--- config.mk ---
export PLATFORM = sky130hd
export DESIGN_NAME = psm_ctrl
export DESIGN_NICKNAME = d
export VERILOG_FILES = /design/src/hw/psm_pkg.sv /design/src/hw/psm_clk_switch.sv /design/src/hw/psm_ctrl.sv
export VERILOG_INCLUDE_DIRS = /design/src /design/src/hw
export SDC_FILE = /design/constraint.sdc
export NUM_CORES = 1
export LEC_CHECK = 0
export BUFFER_PORTS_ARGS = -buffer_cell sky130_fd_sc_hd__buf_2
export CORE_MARGIN = 1
export CORE_UTILIZATION = 51
export CTS_CLUSTER_DIAMETER = 40
export DETAILED_ROUTE_END_ITERATION = 6
export PLACE_DENSITY = 0.82
export SYNTH_ARGS = -nofsm -noshare
export SYNTH_HDL_FRONTEND = slang
export SYNTH_SLANG_ARGS = --single-unit
--- constraint.sdc ---
create_clock -name clk -period 1.6 [get_ports clk]
set_input_delay 0.24 -clock clk [delete_from_list [all_inputs] [get_ports clk]]
set_output_delay 0.24 -clock clk [all_outputs]
set_load 0.01 [all_outputs]
--- src/hw/psm_consts.svh ---
// Constants for the power save clock mode controller
`ifndef PSM_CONSTS_SVH
`define PSM_CONSTS_SVH
`define PSM_ADDR_CTRL      2'h0
`define PSM_ADDR_STATUS    2'h1
`define PSM_ADDR_PSAVE     2'h2
`define PSM_CTRL_RESET     8'h40
`define PSM_BIT_SLOW_ON    7
`define PSM_BIT_FAST_ON    6
`define PSM_BIT_DUAL_EN    5
`define PSM_BIT_CORE_SEL   4
`define PSM_BIT_RSVD       3
`define PSM_UP_HIGH        4'h4
`define PSM_UP_HD          4'hc
`define PSM_UP_DUAL        4'he
`define PSM_UP_DL          4'hf
`define PSM_UP_LOW         4'hb
`define PSM_PSAVE_IDLE     0
`define PSM_PSAVE_HALT     1
`endif

--- src/hw/psm_pkg.sv ---
// Types for the power save clock mode controller
package psm_pkg;
   typedef enum logic [1:0] {
      PSM_RUN,
      PSM_IDLE,
      PSM_HALT
   } psm_psave_t;
   typedef enum logic [2:0] {
      PSM_MODE_HIGH,
      PSM_MODE_HD,
      PSM_MODE_DUAL,
      PSM_MODE_DL,
      PSM_MODE_LOW
   } psm_mode_t;
endpackage

--- src/hw/psm_clk_switch.sv ---
// Glitch-free selector between two clock enable streams
module psm_clk_switch (
   input  wire logic clk,
   input  wire logic rstn,
   input  wire logic sel,
   input  wire logic fast_tick,
   input  wire logic slow_tick,
   output logic      tick_q,
   output logic      on_slow_q
);
   logic pend_q;

   // Swap only on a tick of the new source, so no shortened period appears
   always_ff @(posedge clk or negedge rstn) begin
      if (!rstn) begin
         on_slow_q <= 1'b0;
         pend_q    <= 1'b0;
      end else begin
         pend_q <= (sel != on_slow_q);
         if (pend_q && (sel ? slow_tick : fast_tick)) begin
            on_slow_q <= sel;
         end
      end
   end

   // Output tick follows the source currently owned
   always_ff @(posedge clk or negedge rstn) begin
      if (!rstn) begin
         tick_q <= 1'b0;
      end else begin
         tick_q <= on_slow_q ? slow_tick : fast_tick;
      end
   end
endmodule

--- src/hw/psm_ctrl.sv ---
// Power save clock mode controller: mode register and clock gating
`include "psm_consts.svh"

// Contract
// - Reset loads the control register with 0x40, High Speed mode.
// - Bit 7 turns the slow oscillator on or off.
// - Bit 6 turns the fast oscillator on or off.
// - Bit 5 picks the idle timer clock: 0 fast, 1 slow.
// - Bit 4 picks the core clock: 0 fast, 1 slow.
// - Dual enable 0 with core select 1 forces Low Speed mode.
// - Bits 2 to 0 hold the idle timer window selection.
// - Upper nibble only 4, c, e, f, b in that order.
// - Writes to non-adjacent or illegal upper values are ignored.
// - Every operating mode offers HALT and IDLE.
// - HALT stops everything and needs the option bit.
// - IDLE keeps oscillator, idle timer and clock monitor running.
// - Power save keeps RAM, registers, I/O and other timers frozen.
module psm_ctrl
   import psm_pkg::*;
(
   input  wire logic       clk,
   input  wire logic       rstn,
   input  wire logic [1:0] addr,
   input  wire logic [7:0] wdata,
   input  wire logic       wr,
   input  wire logic       rd,
   output logic      [7:0] rdata_q,
   input  wire logic       halt_option,
   input  wire logic       wake,
   input  wire logic       fast_osc_input,
   input  wire logic       slow_osc_input,
   output logic            slow_osc_on_q,
   output logic            fast_osc_on_q,
   output logic            core_tick_q,
   output logic            idle_tick_q,
   output logic            core_on_slow_q,
   output logic            idle_on_slow_q,
   output logic      [2:0] idle_window_q,
   output logic            idle_active_q,
   output logic            halt_active_q,
   output logic            osc_run_q,
   output logic            hold_q
);
   logic [7:0] ctrl_q;
   logic [1:0] fast_sync_q;
   logic [1:0] slow_sync_q;
   logic       fast_last_q;
   logic       slow_last_q;
   logic       fast_tick;
   logic       slow_tick;
   logic       core_sel;
   logic       idle_sel;
   logic       core_tick_w;
   logic       idle_tick_w;
   logic       core_slow_w;
   logic       idle_slow_w;
   psm_psave_t psave_q;

   // True when a nibble is one of the five legal codes
   function automatic logic legal_up(input logic [3:0] v);
      legal_up = (v == `PSM_UP_HIGH) || (v == `PSM_UP_HD) ||
                 (v == `PSM_UP_DUAL) || (v == `PSM_UP_DL) ||
                 (v == `PSM_UP_LOW);
   endfunction

   // Position of a legal nibble in the only valid sequence
   function automatic logic [2:0] seq_pos(input logic [3:0] v);
      unique case (v)
         `PSM_UP_HIGH: seq_pos = 3'h0;
         `PSM_UP_HD:   seq_pos = 3'h1;
         `PSM_UP_DUAL: seq_pos = 3'h2;
         `PSM_UP_DL:   seq_pos = 3'h3;
         default:      seq_pos = 3'h4;
      endcase
   endfunction

   // Adjacent or unchanged step inside the sequence
   function automatic logic step_ok(input logic [3:0] cur,
                                    input logic [3:0] nxt);
      logic [2:0] a;
      logic [2:0] b;
      a = seq_pos(cur);
      b = seq_pos(nxt);
      step_ok = legal_up(nxt) &&
                ((a == b) || (a == b + 3'h1) || (b == a + 3'h1));
   endfunction

   // Mode register; bad nibble steps leave it untouched
   always_ff @(posedge clk or negedge rstn) begin
      if (!rstn) begin
         ctrl_q <= `PSM_CTRL_RESET;
      end else if (wr && addr == `PSM_ADDR_CTRL) begin
         if (step_ok(ctrl_q[7:4], wdata[7:4])) begin
            // Reserved bit kept at zero whatever software sends
            ctrl_q <= {wdata[7:4], 1'b0, wdata[2:0]};
         end
      end
   end

   // Power save entry from software, exit on wake, or from IDLE also on an idle timer tick
   always_ff @(posedge clk or negedge rstn) begin
      if (!rstn) begin
         psave_q <= PSM_RUN;
      end else begin
         unique case (psave_q)
            PSM_RUN: begin
               if (wr && addr == `PSM_ADDR_PSAVE) begin
                  if (wdata[`PSM_PSAVE_HALT] && halt_option) begin
                     psave_q <= PSM_HALT;
                  end else if (wdata[`PSM_PSAVE_IDLE]) begin
                     psave_q <= PSM_IDLE;
                  end
               end
            end
            PSM_IDLE: begin
               if (wake || idle_tick_q) begin
                  psave_q <= PSM_RUN;
               end
            end
            PSM_HALT: begin
               if (wake) begin
                  psave_q <= PSM_RUN;
               end
            end
         endcase
      end
   end

   // Oscillator inputs come from pins: two stages before any use
   always_ff @(posedge clk or negedge rstn) begin
      if (!rstn) begin
         fast_sync_q <= 2'h0;
         slow_sync_q <= 2'h0;
         fast_last_q <= 1'b0;
         slow_last_q <= 1'b0;
      end else begin
         fast_sync_q <= {fast_sync_q[0], fast_osc_input};
         slow_sync_q <= {slow_sync_q[0], slow_osc_input};
         fast_last_q <= fast_sync_q[1];
         slow_last_q <= slow_sync_q[1];
      end
   end

   // Rising edges as enables; a stopped oscillator yields no ticks
   assign fast_tick = fast_sync_q[1] && !fast_last_q &&
                      ctrl_q[`PSM_BIT_FAST_ON] && psave_q != PSM_HALT;
   assign slow_tick = slow_sync_q[1] && !slow_last_q &&
                      ctrl_q[`PSM_BIT_SLOW_ON] && psave_q != PSM_HALT;

   // Invalid pair forces the slow idle timer clock as in Low Speed mode
   assign core_sel = ctrl_q[`PSM_BIT_CORE_SEL];
   assign idle_sel = ctrl_q[`PSM_BIT_DUAL_EN] ||
                     ctrl_q[`PSM_BIT_CORE_SEL];

   psm_clk_switch u_core_sw (
      .clk       (clk),
      .rstn      (rstn),
      .sel       (core_sel),
      .fast_tick (fast_tick),
      .slow_tick (slow_tick),
      .tick_q    (core_tick_w),
      .on_slow_q (core_slow_w)
   );

   psm_clk_switch u_idle_sw (
      .clk       (clk),
      .rstn      (rstn),
      .sel       (idle_sel),
      .fast_tick (fast_tick),
      .slow_tick (slow_tick),
      .tick_q    (idle_tick_w),
      .on_slow_q (idle_slow_w)
   );

   // Core ticks gated in any power save; idle timer runs except HALT
   always_ff @(posedge clk or negedge rstn) begin
      if (!rstn) begin
         core_tick_q    <= 1'b0;
         idle_tick_q    <= 1'b0;
         core_on_slow_q <= 1'b0;
         idle_on_slow_q <= 1'b0;
      end else begin
         core_tick_q    <= core_tick_w && psave_q == PSM_RUN;
         idle_tick_q    <= idle_tick_w && psave_q != PSM_HALT;
         core_on_slow_q <= core_slow_w;
         idle_on_slow_q <= idle_slow_w;
      end
   end

   // Control and status outputs straight from flops
   always_ff @(posedge clk or negedge rstn) begin
      if (!rstn) begin
         slow_osc_on_q <= 1'b0;
         fast_osc_on_q <= 1'b1;
         idle_window_q <= 3'h0;
         idle_active_q <= 1'b0;
         halt_active_q <= 1'b0;
         osc_run_q     <= 1'b1;
         hold_q        <= 1'b0;
      end else begin
         slow_osc_on_q <= ctrl_q[`PSM_BIT_SLOW_ON];
         fast_osc_on_q <= ctrl_q[`PSM_BIT_FAST_ON];
         idle_window_q <= ctrl_q[2:0];
         idle_active_q <= psave_q == PSM_IDLE;
         halt_active_q <= psave_q == PSM_HALT;
         osc_run_q     <= psave_q != PSM_HALT;
         hold_q        <= psave_q != PSM_RUN;
      end
   end

   // Read port, data one cycle after the strobe
   always_ff @(posedge clk or negedge rstn) begin
      if (!rstn) begin
         rdata_q <= 8'h00;
      end else if (rd) begin
         unique case (addr)
            `PSM_ADDR_CTRL:   rdata_q <= ctrl_q;
            `PSM_ADDR_STATUS: rdata_q <= {4'h0, core_slow_w, idle_slow_w,
                                          psave_q == PSM_HALT,
                                          psave_q == PSM_IDLE};
            default:          rdata_q <= 8'h00;
         endcase
      end else begin
         rdata_q <= 8'h00;
      end
   end

   // Checks
   reset_val_a: assert property (@(posedge clk)
      $rose(rstn) |-> ctrl_q == 8'h40)
      else $error("control not 0x40 after reset");
   legal_up_a: assert property (@(posedge clk) disable iff (!rstn)
      legal_up(ctrl_q[7:4]))
      else $error("illegal upper nibble");
   bad_step_a: assert property (@(posedge clk) disable iff (!rstn)
      (wr && addr == 2'h0 && !step_ok(ctrl_q[7:4], wdata[7:4]))
      |=> $stable(ctrl_q))
      else $error("bad mode write took effect");
   rsvd_zero_a: assert property (@(posedge clk) disable iff (!rstn)
      !ctrl_q[3])
      else $error("reserved bit set");
   slow_pin_a: assert property (@(posedge clk) disable iff (!rstn)
      ##1 slow_osc_on_q == $past(ctrl_q[7]))
      else $error("slow oscillator enable mismatch");
   fast_pin_a: assert property (@(posedge clk) disable iff (!rstn)
      ##1 fast_osc_on_q == $past(ctrl_q[6]))
      else $error("fast oscillator enable mismatch");
   halt_gate_a: assert property (@(posedge clk) disable iff (!rstn)
      (psave_q == PSM_HALT) |=> !idle_tick_q && !core_tick_q)
      else $error("tick during halt");
   halt_opt_a: assert property (@(posedge clk) disable iff (!rstn)
      (psave_q == PSM_RUN && !halt_option) |=> psave_q != PSM_HALT)
      else $error("halt without option");
   idle_core_a: assert property (@(posedge clk) disable iff (!rstn)
      (psave_q == PSM_IDLE) |=> !core_tick_q)
      else $error("core tick during idle");
   window_a: assert property (@(posedge clk) disable iff (!rstn)
      ##1 idle_window_q == $past(ctrl_q[2:0]))
      else $error("window select mismatch");
   c_dual_c: cover property (@(posedge clk) disable iff (!rstn)
      ctrl_q[7:4] == 4'he);
   c_low_c: cover property (@(posedge clk) disable iff (!rstn)
      ctrl_q[7:4] == 4'hb);
   c_idle_c: cover property (@(posedge clk) disable iff (!rstn)
      psave_q == PSM_IDLE ##1 psave_q == PSM_RUN);
   c_halt_c: cover property (@(posedge clk) disable iff (!rstn)
      psave_q == PSM_HALT ##1 psave_q == PSM_RUN);
   c_swap_c: cover property (@(posedge clk) disable iff (!rstn)
      $rose(core_on_slow_q));

   // Power save exits, and what keeps running meanwhile
   wake_run_a: assert property (@(posedge clk) disable iff (!rstn)
      (psave_q == PSM_HALT && wake) |=> psave_q == PSM_RUN)
      else $error("halt not left on wake");
   idle_out_a: assert property (@(posedge clk) disable iff (!rstn)
      (psave_q == PSM_IDLE && (wake || idle_tick_q)) |=> psave_q == PSM_RUN)
      else $error("idle not left on wake or timer");
   idle_osc_a: assert property (@(posedge clk) disable iff (!rstn)
      (psave_q == PSM_IDLE) |=> osc_run_q && hold_q)
      else $error("oscillator stopped in idle");
   halt_off_a: assert property (@(posedge clk) disable iff (!rstn)
      (psave_q == PSM_HALT) |=> !osc_run_q && hold_q)
      else $error("halt did not freeze");

   // Switches: single pulses, and a swap only on a tick of the new source
   core_gap_a: assert property (@(posedge clk) disable iff (!rstn)
      core_tick_q |=> !core_tick_q)
      else $error("core pulses back to back");
   idle_gap_a: assert property (@(posedge clk) disable iff (!rstn)
      idle_tick_q |=> !idle_tick_q)
      else $error("idle pulses back to back");
   to_slow_a: assert property (@(posedge clk) disable iff (!rstn)
      $rose(core_slow_w) |-> $past(slow_tick))
      else $error("core swapped to slow off a tick");
   to_fast_a: assert property (@(posedge clk) disable iff (!rstn)
      $fell(core_slow_w) |-> $past(fast_tick))
      else $error("core swapped to fast off a tick");
   idle_slow_a: assert property (@(posedge clk) disable iff (!rstn)
      $rose(idle_slow_w) |-> $past(slow_tick))
      else $error("idle swapped to slow off a tick");
endmodule

==> key figures <==
Outcome
  – Run status: finished with violations
  – Violated checks: design-rule violations

STA
  – Number of pins exceeding their max-slew limit in the final report: 0
  – Minimum hold slack: around 0.11 ns
  – Maximum frequency from static timing analysis: around 640 MHz
  – Skew final: between 0.009 and 0.01 ns
  – Number of hold violations in the final report: 0
  – Final period utilization: 0.981
  – Number of endpoints failing setup at the final stage: 0
  – Worst slew margin relative to its limit: 0.737
  – Setup repair after global routing missed its margin: true
  – Transition time at the pin with the least slew margin: between 0.3 and 0.4 ns
  – Min Clock Period, post-route: about 1.6 ns

Placed design
  – Port Buffer Count: 37
  – HPWL after DPL: 2120 µm
  – Weighted congestion at the end of routability-driven global placement: roughly 0.87

Clock network
  – Clock network latency to the later pin of the worst-skew pair: between 0.3 and 0.4 ns
  – Number of clock sinks: 42
  – Number of buffers between clock root and the deepest sink: 2
  – Clock-pin slew on the worst setup and hold paths: between 0.1 and 0.15 ns
  – Buffer type at the clock tree root: clkbuf_4
  – Clock tree from TritonCTS: done
  – Number of levels in the clock H-tree: 2
  – CTS buffer count: 5

Drt
  – DR pass1 iterations: 6
  – Total via count in the routed design: 1100
  – Average wire per cell in the routed design: approximately 13 µm
  – Residual DRC: 5
  – Wire length after detailed routing: 2890 µm
  – Vias/cell: 5.05
  – Residual antenna-violating net count after detailed routing: 0
  – Starting DRC count in detailed routing: roughly 40

Die
  – Top-level port count: 39
  – Die outline width: 58.0 µm
  – Core ar.: approximately 2900 µm²
  – Die area: ~3400 µm²
  – Die Height: 58.0 µm
  – Starting density of the core: 0.557
  – Number of standard-cell rows in the floorplan: 19

GRT
  – Met1 global-route usage: 0.233
  – Global-route usage over all layers: 0.201
  – Pin count of the biggest net entering global routing: 20
  – Global-route wire length before repair: about 5000 µm
  – Met2 track utilization from global routing: 0.330
  – Initial antenna violation count: 0
  – Met3 routing resource usage after global routing: 0.0804
  – Via count of the first global-routing pass: about 1100
  – Total global routing overflow: 0
  – Peak-usage layer in the global routing report: met2

Power
  – LEAKAGE: about 1.0 nW
  – Worst ir drop on vdd: approximately 0.81 mV
  – Fraction of power consumed by combinational cells: 0.309
  – Part of the power in registers: 0.490
  – Sw Pwr: about 0.00097 W
  – Net switching share of the total power: 0.302
  – Internal power: 0.00224 W
  – PD cells: ~1600 nW/µm²
  – Share of total power in the clock network: 0.202

Logic synthesis
  – Post-synth EDFFs: 0
  – Yosys warns: 0
  – Number of storage elements in the synthesis netlist: between 40 and 50
  – Avg Synthesized Cell Area: between 10 and 15 µm²
  – Main synth FF type: dfrtp_1
  – Number of different library cells in the post-synthesis netlist: 34
  – Gate count after technology mapping: 120
  – Syn Std Cell Area: approximately 1600 µm²
  – Number of nets in the synthesized netlist: 141
  – Async set-reset flop share out of synthesis: 1.00
  – Seq/Total Area, Yosys: 0.659

Setup path
  – Crit Path Max Fanout: 7
  – Crit path DAT: around 1.8 ns
  – WP data required: between 1.5 and 2 ns
  – Crit path max-delay family: flip-flops
  – Endpoint type of the worst setup path: register
  – Worst stage delay on the critical path: roughly 0.59 ns
  – Nature of the critical path startpoint: register
  – Worst path slowest cell: dfstp_2
  – Buffer and inverter count on the worst path: 1
  – CP Class: reg2reg
  – List of cells traversed by the critical path: inv_2 -> o21ai_2 -> nand4b_1 -> nand4_4 -> mux2_4

Finish
  – Nets: about 200
  – Final core utilization: 0.701
  – Register area: 1050 µm²
  – Total of fill cells in the finished design: approximately 210
  – Share of final-layout standard cells stronger than drive strength 1: 0.409
  – Combined area of the multi-input logic cells: ~510 µm²
  – Area overhead of the layout relative to synthesis: 25.9%
  – Antenna diodes: 0

Flow run
  – Reported max-cap violation count: 0

Worst hold path
  – Classification of the worst-slack hold path: in2reg
[layout make-up]
cell class | count | area share
Multi-Input combinational cell | 68 | 0.255
Sequential cell | 42 | 0.523
Timing Repair Buffer | 50 | 0.144
Clock inverter | 1 | 0.0149
Tap cell | 42 | 0.0261
Inverter | 8 | 0.0149
Clock buffer | 7 | 0.0223
[flip-flops by register name, indices dropped and copies added, names as in the netlist, 2 cells and up]
signal and cells:
slow_sync_q 2, fast_sync_q 2, idle_window_q 3, rdata_q 8, ctrl_q 7, psave_q 2
[power by group through the flow]
stage          sequential, W  combinational (W)  clock [W]
2_1_floorplan        0.00163           0.000497          0
3_3_place_gp         0.00157           0.000904          0
3_5_place_dp         0.00159           0.000940          0
4_1_cts              0.00157           0.000949   0.000662
5_1_grt              0.00162            0.00109   0.000718
6_report             0.00157           0.000990   0.000647
[worst paths after layout]
check                          startpoint               end  slack (ns)  depth (start not counted)
max                             ctrl_q[6]         ctrl_q[5]        0.03                          5
min                              wdata[2]         ctrl_q[2]        0.11                          2
max reg2reg                     ctrl_q[6]         ctrl_q[5]        0.03                          5
min reg2reg                fast_sync_q[0]    fast_sync_q[1]        0.36                          0
max in group asynchronous            rstn         ctrl_q[6]        0.68                          3
min in group asynchronous            rstn  idle_window_q[1]        0.33                          2
[synthesized netlist by cell type (all sizes together) (2+ instances only)]
cell / count / area, µm²
nor2: 7 / 26.3
ha: 3 / 37.5
mux2i: 3 / 30.0
o21ai: 5 / 25.0
inv: 8 / 30.0
buf: 2 / 16.3
nor2b: 2 / 12.5
mux2: 7 / 105
nand2: 11 / 41.3
o22ai: 2 / 12.5
dfrtp: 39 / 976
nand2b: 3 / 21.3
dfstp: 3 / 78.8
and3: 3 / 20.0
a21oi: 7 / 38.8
nor3: 2 / 10.0
nand4: 2 / 27.5
[cells by family (layout without fill, tap and decap cells)]
| family | after synthesis | after routing | share of synthesized area |
|---|---|---|---|
| simple gates | 34 | 34 | 0.120 |
| compound gates | 19 | 19 | 0.0734 |
| xor+xnor | 2 | 2 | 0.0109 |
| flops | 42 | 42 | 0.659 |
| mux | 10 | 10 | 0.0844 |
| buf+inv | 10 | 66 | 0.0289 |
| fa+ha+maj | 3 | 3 | 0.0234 |
[routing by layer]
metal  up-vias  part of all wire
met5         -                 0
met4         0             0.017
met3         6             0.067
met2        38              0.49
met1       538              0.42
li1        518                 -
[per-stage QoR]
stage	area [µm²]	setup TNS, ns	power (W)	worst slack [ns]	std cells
detailed placement	1880	0	0.00253	0.0440	205
global route	2020	-0.215	0.00342	-0.0425	218
finish	2020	0	0.00321	0.0303	218
floorplan	1600	0	0.00213	0.109	120
CTS	1990	0	0.00318	0.0135	216
global placement	1880	0	0.00247	0.0841	205
[cells in the final DEF (no fill, tap or decap), types with 2 or more instances in the layout]
cell | netlist | final
a21oi_1 | 6 | 6
and3_1 | 2 | 2
buf_2 | 1 | 37
buf_4 | 0 | 10
clkbuf_1 | 0 | 2
clkbuf_4 | 0 | 5
dfrtp_1 | 39 | 39
dfstp_2 | 3 | 3
dlygate4sd3_1 | 0 | 3
ha_1 | 3 | 2
inv_1 | 8 | 7
mux2_4 | 7 | 7
mux2i_1 | 3 | 3
nand2_1 | 11 | 11
nand2b_1 | 2 | 2
nor2_1 | 7 | 7
nor2b_1 | 2 | 2
nor3_1 | 2 | 2
o21ai_0 | 4 | 3
o22ai_1 | 2 | 2
[what timing repair did]
| action | 4_1_cts | 5_1_grt |
|---|---|---|
| gates resized for setup | 0 | 5 |
| hold buffers | 3 | 0 |
| endpoints found under the hold margin | 18 | 0 |
| endpoints found under the setup margin | 0 | 12 |
| setup buffers | 0 | 2 |
No activity file was read; power rests on OpenSTA's default activity.
